`src/regload_pkg.sv`:
```
/*
 * Package for the register-load instruction slice: opcodes, widths and
 * reset values shared by the decoder and the execute logic.
 * Assumes a 10-bit program word and 4-bit data registers.
 */
`default_nettype none
package regload_pkg;
  localparam int unsigned OP_W = 10;
  localparam int unsigned NIB_W = 4;
  localparam int unsigned PAIR_W = 8;
  localparam logic [9:0] OP_PAIR_LOAD = 10'h01a;
  localparam logic [9:0] OP_OUTSTRUCT_ZERO = 10'h228;
  localparam logic [9:0] OP_OUTSTRUCT_ONE = 10'h229;
  localparam logic [7:0] PAIR_RESET = 8'h00;
  localparam logic [3:0] OUTSTRUCT_RESET = 4'h0;
  localparam int unsigned PAIR_HI_LSB = 4;
  localparam int unsigned PAIR_LO_LSB = 0;
  typedef enum {DEC_NONE, DEC_PAIR, DEC_OS_ZERO, DEC_OS_ONE} dec_t;
endpackage
`default_nettype wire

```
`src/regload_slice.sv`:
```
/*
 * Decode and execute logic for three one-word, one-cycle register loads:
 * the pair register from auxiliary and accumulator, and the two port
 * output structure control registers from the accumulator.
 * Assumes the fetch path presents one instruction per cycle with a valid
 * strobe, and that accumulator and auxiliary values are stable with it.
 */
// Summary of operation
// - Opcode 01a loads pair register, one cycle.
// - Auxiliary to pair high, accumulator to low.
// - Opcode 228 loads output structure zero.
// - Accumulator replaces output structure zero whole.
// - Opcode 229 loads output structure one.
// - Accumulator replaces output structure one whole.
`timescale 1ns/1ps
`default_nettype none
module regload_slice (
  // Clock and reset.
  input wire logic i_sys_clk,
  input wire logic i_rstn,
  // Instruction from fetch.
  input wire logic i_instr_valid,
  input wire logic [9:0] i_instr_opcode,
  // Register file values.
  input wire logic [3:0] i_acc,
  input wire logic [3:0] i_aux,
  // Results.
  output logic [7:0] o_pair,
  output logic [3:0] o_port_outstruct_ctrl_zero,
  output logic [3:0] o_port_outstruct_ctrl_one,
  output logic o_done,
  output logic o_carry_write,
  output logic o_acc_write,
  output logic o_aux_write,
  output logic o_skip_next
);
  ////////////////////////////////////////////////////////////////////////
  // Decoded operation and the load selects drawn from it.
  regload_pkg::dec_t dec;
  wire logic do_pair;
  wire logic do_zero;
  wire logic do_one;
  wire logic do_any;
  wire logic [7:0] next_pair;
  wire logic [3:0] next_zero;
  wire logic [3:0] next_one;
  wire logic next_done;

  regload_decode regload_decode_i (
    .i_valid(i_instr_valid),
    .i_opcode(i_instr_opcode),
    .o_dec(dec)
  );

  assign do_pair = (dec == regload_pkg::DEC_PAIR);
  assign do_zero = (dec == regload_pkg::DEC_OS_ZERO);
  assign do_one = (dec == regload_pkg::DEC_OS_ONE);
  assign do_any = do_pair || do_zero || do_one;

  ////////////////////////////////////////////////////////////////////////
  // Next values. A target that this cycle's load does not address keeps
  // its contents, so a refused word changes nothing.
  assign next_pair = do_pair ? {i_aux, i_acc} : o_pair;
  assign next_zero = do_zero ? i_acc
    : o_port_outstruct_ctrl_zero;
  assign next_one = do_one ? i_acc
    : o_port_outstruct_ctrl_one;
  assign next_done = do_any;

  ////////////////////////////////////////////////////////////////////////
  // Pair register: auxiliary in the high nibble, accumulator in the low.
  always_ff @(posedge i_sys_clk) begin
    if (!i_rstn) begin
      o_pair <= regload_pkg::PAIR_RESET;
    end else begin
      o_pair <= next_pair;
    end
  end

  // Output structure control register zero.
  always_ff @(posedge i_sys_clk) begin
    if (!i_rstn) begin
      o_port_outstruct_ctrl_zero <= regload_pkg::OUTSTRUCT_RESET;
    end else begin
      o_port_outstruct_ctrl_zero <= next_zero;
    end
  end

  // Output structure control register one.
  always_ff @(posedge i_sys_clk) begin
    if (!i_rstn) begin
      o_port_outstruct_ctrl_one <= regload_pkg::OUTSTRUCT_RESET;
    end else begin
      o_port_outstruct_ctrl_one <= next_one;
    end
  end

  // Completion pulse, high for the one cycle after a recognised load.
  always_ff @(posedge i_sys_clk) begin
    if (!i_rstn) begin
      o_done <= 1'h0;
    end else begin
      o_done <= next_done;
    end
  end

  // These loads never write carry, accumulator, auxiliary or skip. The
  // strobes stay flops with no reset, so the core sees a registered zero from the first clock edge on.
  always_ff @(posedge i_sys_clk) begin
    o_carry_write <= 1'h0;
    o_acc_write <= 1'h0;
    o_aux_write <= 1'h0;
    o_skip_next <= 1'h0;
  end

  function automatic logic op_hit(
    input logic valid,
    input logic [9:0] opcode,
    input logic [9:0] code
  );
    op_hit = valid && (opcode == code);
  endfunction

  function automatic logic any_hit(
    input logic valid,
    input logic [9:0] opcode
  );
    any_hit = op_hit(valid, opcode, regload_pkg::OP_PAIR_LOAD)
      || op_hit(valid, opcode, regload_pkg::OP_OUTSTRUCT_ZERO)
      || op_hit(valid, opcode, regload_pkg::OP_OUTSTRUCT_ONE);
  endfunction
endmodule
`default_nettype wire

```
`src/regload_decode.sv`:
```
/*
 * Opcode decoder for the register-load instruction slice.
 * Assumes the opcode is valid only while i_valid is high.
 */
`timescale 1ns/1ps
`default_nettype none
module regload_decode (
  // Fetched instruction.
  input wire logic i_valid,
  input wire logic [9:0] i_opcode,
  // Decoded operation.
  output var regload_pkg::dec_t o_dec
);
  wire logic hit_pair;
  wire logic hit_zero;
  wire logic hit_one;

  assign hit_pair = i_valid
    && (i_opcode == regload_pkg::OP_PAIR_LOAD);
  assign hit_zero = i_valid
    && (i_opcode == regload_pkg::OP_OUTSTRUCT_ZERO);
  assign hit_one = i_valid
    && (i_opcode == regload_pkg::OP_OUTSTRUCT_ONE);

  assign o_dec = hit_pair ? regload_pkg::DEC_PAIR :
                 hit_zero ? regload_pkg::DEC_OS_ZERO :
                 hit_one ? regload_pkg::DEC_OS_ONE :
                 regload_pkg::DEC_NONE;
endmodule
`default_nettype wire

```
`config.mk`:
```
export PLATFORM = sky130hd
export DESIGN_NAME = regload_slice
export DESIGN_NICKNAME = d
export VERILOG_FILES = /design/src/regload_pkg.sv /design/src/regload_slice.sv /design/src/regload_decode.sv
export SDC_FILE = /design/constraint.sdc
export NUM_CORES = 1
export LEC_CHECK = 0
export BUFFER_PORTS_ARGS = -buffer_cell sky130_fd_sc_hd__buf_2
export CAP_MARGIN = 20
export CORE_UTILIZATION = 46
export DETAILED_ROUTE_END_ITERATION = 7
export GPL_ROUTABILITY_DRIVEN = 0
export PLACE_DENSITY = 0.82
export SKIP_LAST_GASP = 1
export SLEW_MARGIN = 20
export SYNTH_ARGS = -nofsm -noshare
export SYNTH_HDL_FRONTEND = slang
export SYNTH_SLANG_ARGS = --single-unit
```
`constraint.sdc`:
```
create_clock -name i_sys_clk -period 3 [get_ports i_sys_clk]
set_input_delay 0.9 -clock i_sys_clk [delete_from_list [all_inputs] [get_ports i_sys_clk]]
set_output_delay 0.9 -clock i_sys_clk [all_outputs]
set_load 0.1 [all_outputs]
```
==> impl_results.md, run 1 <==
* Routed vias at 642
* Root buffer cell: clkbuf_4
* Hold-fix buffers, CTS at 0
* WP depth at 1
* Detailed Route Iter0 Violations at 16
* Gr ovfl total at 0
* Clk pin slew, worst setup/hold paths at 0.11 ns
* # Post-CTS Setup Buffers at 0
* Reg2reg path depth at 2
* Area leader, netlist: dfxtp_1
* Sequential fraction of the synthesis area at 43.0%
* Post-DR vias/cell at 4.90
* Area of the die at 1890 um^2
* Final Skew at 0 ns
* Clock Latency Late Sink at 0.27 ns
* Worst hold slack at 0.461 ns
* WS Path Type: reg2out
* Core ar. at 1560 um^2
* Area growth from synthesis to layout at 22.2%
* Vias in the first global route at 594
* Rel. slew slack at 53.5%
* Synth Warn # at 0
* Setup TNS at 0 ns
* Max stage delay cell, worst path: buf_2
* CP cell instances: buf_2
* RSZ-0062 raised after global routing: false
* H-Tree Depth at 1
* Max Slew Vio Count at 0
* First-pass GRT wire length at 2330 um
* Min cycle time layout at 1.98 ns
* Diode count at 0
* Hold path cells at 2
* CP Launch Type: register
* Commonest cells after routing, fill and taps aside: buf_2 (37), nand2_1 (26), dfxtp_1 (17)
* CP Max Fanout at 2
* Fin crit share at 65.9%
* CP max stage delay at 0.43 ns
* Worst Path Required at 2.10 ns
* Fmax at 506 MHz
* Post-synth cell types at 17
* HP Class: reg2reg
* Largest net degree at the start of global routing at 26
* Avg Cell Area, Syn at 10.1 um^2
* Nets at 137
* All-Layer GR Usage at 16.1%
* Drc violations at 6
* Layout cell share with drive strength beyond 1 at 38.3%
* I/O pin count at 42
* Routed len/inst at 10.9 um
* Clk sinks at 17
* Commonest non-fill, non-tap cell in the layout: buf_2
* WP buf/inv at 1
* Final WS setup at 1.02 ns
* Leakage power at 0.467 nW
* Met1 wire length at 680 um
* TritonCTS clock tree: yes
* Drt total wl at 1430 um
* Failing checks: design-rule violations
* Row count at 14
* VDD IR max at 0.284 mV
* Pin slew with the least headroom to its limit at 0.693 ns
* DR pass1 iterations at 6
* Met2 WL at 672 um
* Max Cap Viol at 0
* Worst path top cell family by delay: buffers and inverters
* CP Capture Type: output port
* Dpl cells at 127
* # setup viols final at 0
* Place WS at 0.741 ns
* Initial antenna violation count at 0
* Synthesized cell area at 791 um^2
* Cts bufs inserted at 3
* Cell area power density at 412 nW/um^2
* Top post-synthesis cells by area: dfxtp_1 (43%), mux2i_1 (20%), nand2_1 (12%), buf_4 (3.8%), clkbuf_8 (3.5%)
* Synth Instances at 78
* Bufs on Longest Clock Path at 2
* Final ANT Viol Nets at 0
* Initial Utilization at 50.7%
* Flops & latches, synth at 17
* Met3 Routed Length at 80 um
* DR top layer: met3
* Worst Path Arrival at 1.08 ns
* Final Hold Viols at 0
* Post-cts resize count at 0
* Post-Layout Cell Count at 131
* Die H at 43.5 um
* Status: finished with violations
* Hpwl dp at 1100 um
* Yosys top cell area share at 43.0%
* Port bufs at 37
* Die W at 43.5 um
==> layer usage <==
metal  global-route usage (%)  vias to the layer above
met2                     30.0                       29
met1                     20.2                      285
met3                     2.50                        0
met5                        0                        -
met4                     1.88                        0
li1                         -                      328
==> flip-flops by register name, indices dropped and copies added (netlist names) <==
name and count:
o_port_outstruct_ctrl_one 4, o_pair 8, o_port_outstruct_ctrl_zero 4, o_done 1
==> path summary, 6_finish.rpt <==
check,start,to,slack (ns)
worst min register to register,o_pair[6],o_pair[6],0.46
worst max-delay path,o_port_outstruct_ctrl_one[3],o_port_outstruct_ctrl_one[3],1.02
worst max register to register,o_pair[2],o_pair[2],2.39
worst min-delay path,o_pair[6],o_pair[6],0.46
==> cells in the mapped netlist, drive strengths merged <==
cell type	n
dfxtp	17
nor2	1
buf	5
nor4b	1
nand2	26
or2	1
a21oi	1
nand4bb	2
or3	1
nand4	1
nor4bb	1
mux2i	16
nor4	1
conb	1
and4bb	1
clkbuf	2
==> power breakdown <==
part / internal, W / total (W) / switching, W
Sequential: 0.000226 / 0.000226 / 0.0000000389
Clock: 0.0000494 / 0.000119 / 0.0000695
Combinational: 0.0000147 / 0.0000532 / 0.0000384
==> logic make-up after synthesis <==
| kind of cell | after synthesis | share of synthesized area, % |
|---|---|---|
| flops | 17 | 43.0 |
| simple gates | 36 | 26.9 |
| compound gates | 1 | 0.632 |
| mux | 16 | 20.3 |
| buf+inv | 7 | 8.70 |
| other cells | 1 | 0.474 |
==> area by class of cell <==
class	instances	area (um^2)
multi-input combinational	57	393
tap	16	20.0
fill	141	593
sequential	17	340
clock inverter	1	5.00
clock buffer	3	22.5
timing repair buffer	37	185
==> metrics by stage <==
step / util (%) / instance area, um^2 / total power [W]
global route: 62.0 / 966 / 0.000414
detailed placement: 60.2 / 938 / 0.000284
finish: 62.0 / 966 / 0.000398
floorplan: - / 802 / 0.000276
CTS: 62.0 / 966 / 0.000401
global placement: 60.2 / 938 / 0.000283
Note: power is estimated with default switching activity, not from simulation.
==> run 2, diff against run 1 <==
--- a/config.mk
+++ b/config.mk
@@ -7,10 +7,10 @@
 export LEC_CHECK = 0
 export BUFFER_PORTS_ARGS = -buffer_cell sky130_fd_sc_hd__buf_2
 export CAP_MARGIN = 20
-export CORE_UTILIZATION = 46
+export CORE_UTILIZATION = 43
 export DETAILED_ROUTE_END_ITERATION = 7
 export GPL_ROUTABILITY_DRIVEN = 0
-export PLACE_DENSITY = 0.82
+export PLACE_DENSITY = 0.77
 export SKIP_LAST_GASP = 1
 export SLEW_MARGIN = 20
 export SYNTH_ARGS = -nofsm -noshare
==> constraint.sdc (replaced) <==
create_clock -name i_sys_clk -period 1.95 [get_ports i_sys_clk]
set_input_delay 0.585 -clock i_sys_clk [delete_from_list [all_inputs] [get_ports i_sys_clk]]
set_output_delay 0.585 -clock i_sys_clk [all_outputs]
set_load 0.1 [all_outputs]
==> run 2 against run 1 <==
- the run now ends clean
- non-clock buffer count up 1
- sequential cell count unchanged
- clock skew unchanged
- first-iteration DRC count down 88%
- core utilization decreased by 5.0 points
- final area rose by 1.8%
- hold slack lost 0.0036 ns
- largest power group unchanged
==> impl_results.md, run 2 (synthesis gave the netlist of run 1 again) <==
* Bufs on Longest Clock Path at 2 (unchanged)
* CP max stage delay at 0.43 ns (about the same)
* HP Class: reg2reg
* Post-DR vias/cell at 4.67 (-4.8%)
* Die H at 44.9 um (+3.3%)
* CP Launch Type: register
* Top Usage Layer GRT: met2
* Min cycle time layout at 1.65 ns
* Detailed Route Iter0 Violations at 2 (-14)
* Core ar. at 1730 um^2 (+11%)
* Biggest regs: o_pair: 8 flops, o_port_outstruct_ctrl_one: 4 flops, o_port_outstruct_ctrl_zero: 4 flops
* Place WS at 0.166 ns (-0.574 ns)
* Commonest cells after routing, fill and taps aside: buf_2 (37), nand2_1 (26), dfxtp_1 (17)
* H-Tree Depth at 1 (unchanged)
* Area growth from synthesis to layout at 24.4%
* Initial antenna violation count at 0 (unchanged)
* CP Capture Type: output port
* Clk sinks at 17 (unchanged)
* Worst Path Required at 1.36 ns (-0.74 ns)
* Final WS setup at 0.296 ns (-0.727 ns)
* Clock Latency Late Sink at 0.27 ns (about the same)
* Worst Path Arrival at 1.07 ns (about the same)
* Met2 Track Usage GR at 25.9% (-4.1 points)
* Final Skew at 0 ns (unchanged)
* Routed vias at 658 (+2.5%)
* # setup viols final at 0 (unchanged)
* Fmax at 605 MHz
* Final Hold Viols at 0 (unchanged)
* Diode count at 0 (unchanged)
* All-Layer GR Usage at 16.2% (+0.075 points)
* # Post-CTS Setup Buffers at 0 (unchanged)
* Max stage delay cell, worst path: buf_2
* Row count at 15 (+1)
* Largest net degree at the start of global routing at 26 (unchanged)
* Routed len/inst at 10.8 um (-1.0%)
* Area of the die at 2010 um^2 (+6.7%)
* Hold-fix buffers, CTS at 0 (unchanged)
* Nets at 138 (+0.73%)
* TritonCTS clock tree: yes
* CP Max Fanout at 2 (unchanged)
* VDD IR max at 0.384 mV (+35%)
* Drt total wl at 1530 um (+6.6%)
* Worst hold slack at 0.457 ns (-0.00359 ns)
* Max Cap Viol at 0 (unchanged)
* Port bufs at 37 (unchanged)
* Cell area power density at 622 nW/um^2 (+51%)
* Max reg flops at 8 (unchanged)
* Initial Utilization at 45.8% (-4.9 points)
* Fin crit share at 84.8%
* Met1 usage at 21.0% (+0.79 points)
* Commonest non-fill, non-tap cell in the layout: buf_2
* First-pass GRT wire length at 2360 um (+1.5%)
* Drc violations at 0 (-6)
* Vias in the first global route at 578 (-2.7%)
* Root buffer cell: clkbuf_4
* WP buf/inv at 1 (unchanged)
* RSZ-0062 raised after global routing: false
* Hpwl dp at 1150 um (+3.9%)
* Clk pin slew, worst setup/hold paths at 0.10 ns (about the same)
* Layout cell share with drive strength beyond 1 at 37.9% (-0.33 points)
* Most flop-heavy register: o_pair
* Die W at 44.9 um (+3.3%)
* Fill count at 166 (+18%)
* Cts bufs inserted at 3 (unchanged)
* Final ANT Viol Nets at 0 (unchanged)
* CP cell instances: buf_2
* WS Path Type: reg2out
* Gr ovfl total at 0 (unchanged)
* GR Layer Usage met3 at 3.60% (+1.1 points)
* I/O pin count at 42 (unchanged)
* Setup TNS at 0 ns (unchanged)
* Post-cts resize count at 0 (unchanged)
* DR pass1 iterations at 7 (+1)
* Leakage power at 0.470 nW (+0.58%)
* Worst path top cell family by delay: buffers and inverters
* Status: finished clean
* Max Slew Vio Count at 0 (unchanged)
-- run 2: cell types whose count changed in the layout (fill, tap and decap cells not counted), sizes merged --
cell and change:
buf +1, clkinv -1, clkbuf +1
-- run 2: worst paths after layout --
kind	depth (start not counted)	startpoint	slack [ns]	to
setup reg to reg	2	o_port_outstruct_ctrl_one[2]	1.34	o_port_outstruct_ctrl_one[2]
hold reg to reg	2	o_pair[3]	0.46	o_pair[3]
hold / removal	2	o_pair[3]	0.46	o_pair[3]
setup / recovery	1	o_port_outstruct_ctrl_one[0]	0.30	o_port_outstruct_ctrl_one[0]
-- run 2: area by class of cell --
type / instances / area, um^2 / share of cell area [%]
well taps: 25 / 31.3 / 3.18
clock buffers: 4 / 26.3 / 2.67
flip-flops and latches: 17 / 340 / 34.6
repair buffers: 38 / 193 / 19.6
multi-input cells: 57 / 393 / 39.9
-- run 2: stage by stage --
stage	power (W)	utilization (%)	cells	cell area, um^2
6_report	0.000612	57.0	141	983
5_1_grt	0.000640	57.0	141	983
4_1_cts	0.000614	57.0	141	983
3_5_place_dp	0.000438	55.4	137	957
3_3_place_gp	0.000436	55.4	137	957
2_1_floorplan	0.000424	-	81	802
-- run 2: layer usage --
| metal | vias up | share of wire, % |
|---|---|---|
| met2 | 33 | 42 |
| met1 | 290 | 48 |
| li1 | 333 | - |
| met3 | 2 | 9.3 |
| met4 | 0 | 0.79 |
| met5 | - | 0 |
-- run 2: power breakdown --
| part | total [W] | internal (W) | switching [W] |
|---|---|---|---|
| Clock | 0.000182 | 0.0000793 | 0.000103 |
| Combinational | 0.0000827 | 0.0000227 | 0.0000601 |
| Sequential | 0.000347 | 0.000347 | 0.0000000598 |
==> run 3, diff against run 2 <==
--- a/config.mk
+++ b/config.mk
@@ -5,12 +5,13 @@
 export SDC_FILE = /design/constraint.sdc
 export NUM_CORES = 1
 export LEC_CHECK = 0
+export ABC_AREA = 1
 export BUFFER_PORTS_ARGS = -buffer_cell sky130_fd_sc_hd__buf_2
 export CAP_MARGIN = 20
-export CORE_UTILIZATION = 43
+export CORE_UTILIZATION = 41
 export DETAILED_ROUTE_END_ITERATION = 7
 export GPL_ROUTABILITY_DRIVEN = 0
-export PLACE_DENSITY = 0.77
+export PLACE_DENSITY = 0.74
 export SKIP_LAST_GASP = 1
 export SLEW_MARGIN = 20
 export SYNTH_ARGS = -nofsm -noshare
==> constraint.sdc (replaced) <==
create_clock -name i_sys_clk -period 1.5 [get_ports i_sys_clk]
set_input_delay 0.45 -clock i_sys_clk [delete_from_list [all_inputs] [get_ports i_sys_clk]]
set_output_delay 0.45 -clock i_sys_clk [all_outputs]
set_load 0.1 [all_outputs]
==> run 3 against run 2 <==
- cell count increased by 44%
- critical endpoint is now o_done
- synthesized cell count is 77% higher
- critical path depth unchanged
- register-to-register slack got worse by 0.54 ns
- setup slack got worse by 0.17 ns
- area after synthesis increased by 17%
- largest cell class unchanged
- clock skew stayed put
- clock power up 31%
==> impl_results.md, run 3 <==
* Max Cap Viol at 0 (unchanged)
* Flops & latches, synth at 17 (unchanged)
* Commonest non-fill, non-tap cell in the layout: nand2_1
* Worst hold start: i_aux[0]
* Async SR Flop Fraction at 0% (unchanged)
* Worst hold slack at 0.386 ns (-0.0716 ns)
* Yosys top cell area share at 36.9% (-6.1 points)
* Bufs on Longest Clock Path at 2 (unchanged)
* Post-DR vias/cell at 4.54 (-2.7%)
* Critical R2R Launch: o_pair[5]
* H-Tree Depth at 1 (unchanged)
* Leakage power at 0.698 nW (+49%)
* Fmax at 729 MHz
* Final Hold Viols at 0 (unchanged)
* Area growth from synthesis to layout at 49.8%
* Die H at 49.4 um (+10%)
* Worst Path Required at 1.05 ns (-0.31 ns)
* I/O pin count at 42 (unchanged)
* Clock Latency Late Sink at 0.28 ns (about the same)
* CP cell instances: clkbuf_4
* Initial Utilization at 45.2% (-0.64 points)
* Biggest regs: o_pair: 8 flops, o_port_outstruct_ctrl_one: 4 flops, o_port_outstruct_ctrl_zero: 4 flops
* WS Path Type: reg2out
* Detailed Route Iter0 Violations at 15 (+13)
* Synth Instances at 138 (+77%)
* Routed len/inst at 10.1 um (-7.0%)
* Worst Hold Endpoint: o_pair[4]
* # Post-CTS Setup Buffers at 0 (unchanged)
* Clk pin slew, worst setup/hold paths at 0.10 ns (about the same)
* # setup viols final at 0 (unchanged)
* Port bufs at 37 (unchanged)
* Setup TNS at 0 ns (unchanged)
* Max stage delay cell, worst path: dfxtp_1
* Reg2reg path depth at 4 (+2)
* Routed vias at 922 (+40%)
* Min cycle time layout at 1.37 ns
* Max reg flops at 8 (unchanged)
* Reg-to-reg endpoint: o_pair[5]
* Multi-input gate area at 467 um^2 (+19%)
* Commonest cells after routing, fill and taps aside: nand2_1 (30), nor2_1 (28), inv_1 (21)
* Largest net degree at the start of global routing at 18 (-31%)
* HP Class: in2reg
* First-pass GRT wire length at 3420 um (+45%)
* Avg Cell Area, Syn at 6.68 um^2 (-34%)
* Synthesized cell area at 922 um^2 (+17%)
* Clk sinks at 17 (unchanged)
* Max Slew Vio Count at 0 (unchanged)
* Post-synth cell types at 18 (+1)
* Area leader, netlist: dfxtp_1
* Synth Warn # at 0 (unchanged)
* Row count at 16 (+1)
* CP Max Fanout at 1 (-1)
* Hpwl dp at 1670 um (+46%)
* Reg2reg setup slack at 0.80 ns (-0.54 ns)
* CP Launch Type: register
* Drc violations at 0 (unchanged)
* Total Power at 0.000826 W (+35%)
* Dpl cells at 199 (+45%)
* Nets at 198 (+43%)
* Gr ovfl total at 0 (unchanged)
* Post-Layout Cell Count at 203 (+44%)
* CP Capture Type: output port
* All-Layer GR Usage at 17.9% (+1.7 points)
* Root buffer cell: clkbuf_4
* Core ar. at 2040 um^2 (+18%)
* CP max stage delay at 0.32 ns (-0.11 ns)
* FF/Latch Area at 340 um^2 (unchanged)
* Cell area power density at 598 nW/um^2 (-3.9%)
* Layout cell share with drive strength beyond 1 at 30.1% (-7.8 points)
* Sequential fraction of the synthesis area at 36.9% (-6.1 points)
* Status: finished clean
* Die W at 49.4 um (+10%)
* Post-synth EDFFs at 0 (unchanged)
* Drt total wl at 2040 um (+34%)
* Count leader, synth: nand2_1
* Area of the die at 2440 um^2 (+21%)
* Prevailing post-synth register cell: dfxtp_1
* Synth top cells by count: nand2_1 (30), nor2_1 (28), inv_1 (21)
* Diode count at 0 (unchanged)
* VDD IR max at 0.467 mV (+22%)
* Final ANT Viol Nets at 0 (unchanged)
* Placed cell areas at 1350 um^2 (+41%)
* RSZ-0062 raised after global routing: false
* Initial antenna violation count at 0 (unchanged)
* Fill count at 178 (+7.2%)
* Worst path top cell family by delay: flip-flops
* Hold path cells at 3 (+1)
* Worst Path Arrival at 0.92 ns (-0.15 ns)
* Hold-fix buffers, CTS at 0 (unchanged)
* WP buf/inv at 1 (unchanged)
* DR pass1 iterations at 4 (-3)
* Fin crit share at 91.5%
* Post-route cell area at 1380 um^2 (+40%)
* Top post-synthesis cells by area: dfxtp_1 (37%), nand2_1 (12%), nor2_1 (11%), inv_1 (8.5%), nand3_1 (7.6%)
* Final Skew at 0 ns (unchanged)
* Cts bufs inserted at 3 (unchanged)
* Vias in the first global route at 847 (+47%)
* Most flop-heavy register: o_pair
* TritonCTS clock tree: yes
## run 3: power breakdown
part | switching [W] | total, W | leakage [nW] | internal (W)
Clock | 0.000135 | 0.000238 | 0.0150 | 0.000103
Sequential | 0.000000316 | 0.000452 | 0.137 | 0.000451
Combinational | 0.000102 | 0.000136 | 0.546 | 0.0000347
Total | 0.000237 | 0.000826 | 0.698 | 0.000589
## run 3: stage by stage
stage               setup WS, ns  utilization [%]
floorplan                  0.125                -
global placement           0.159             66.2
detailed placement        0.0965             66.2
CTS                       0.0301             67.5
global route              0.0903             67.6
finish                     0.128             67.6
## run 3: final cells by class
class	count	area share (%)
sequential	17	24.6
timing repair buffer	37	31.0
multi-input combinational	95	33.8
inverter	23	6.25
tap	27	2.45
clock buffer	4	1.90
## run 3: worst max path at each step
| stage | end | start | cells past startpoint | slack (ns) |
|---|---|---|---|---|
| detailed placement | o_pair[3] | i_instr_opcode[7] | 7 | 0.1 |
| global route | o_done | o_done | 1 | 0.09 |
| finish | o_done | o_done | 1 | 0.13 |
| floorplan | o_pair[0] | o_pair[0] | 0 | 0.13 |
| CTS | o_done | o_done | 1 | 0.03 |
| global placement | o_pair[2] | i_instr_opcode[7] | 7 | 0.16 |
## run 3: cells by family (layout without fill, tap and decap cells)
kind of cell    count (synthesis)  in the layout  synth area share [%]
buf+inv                        29             64                  13.7
compound gates                  8              8                  4.34
simple gates                   83             83                  44.6
other cells                     1              4                 0.407
flops                          17             17                  36.9
## run 3: per-layer routing
metal / global-route usage, % / share of wire (%) / up-vias
met5: 0 / 0 / -
met3: 3.43 / 6.1 / 4
met2: 31.1 / 49 / 40
li1: - / - / 484
met1: 22.2 / 44 / 394
met4: 5.71 / 1.0 / 0
## run 3: timing repair
item | in CTS | in global routing
gates resized for setup | 0 | 1
setup endpoints to repair | 0 | 1
hold endpoints to repair | 0 | 0
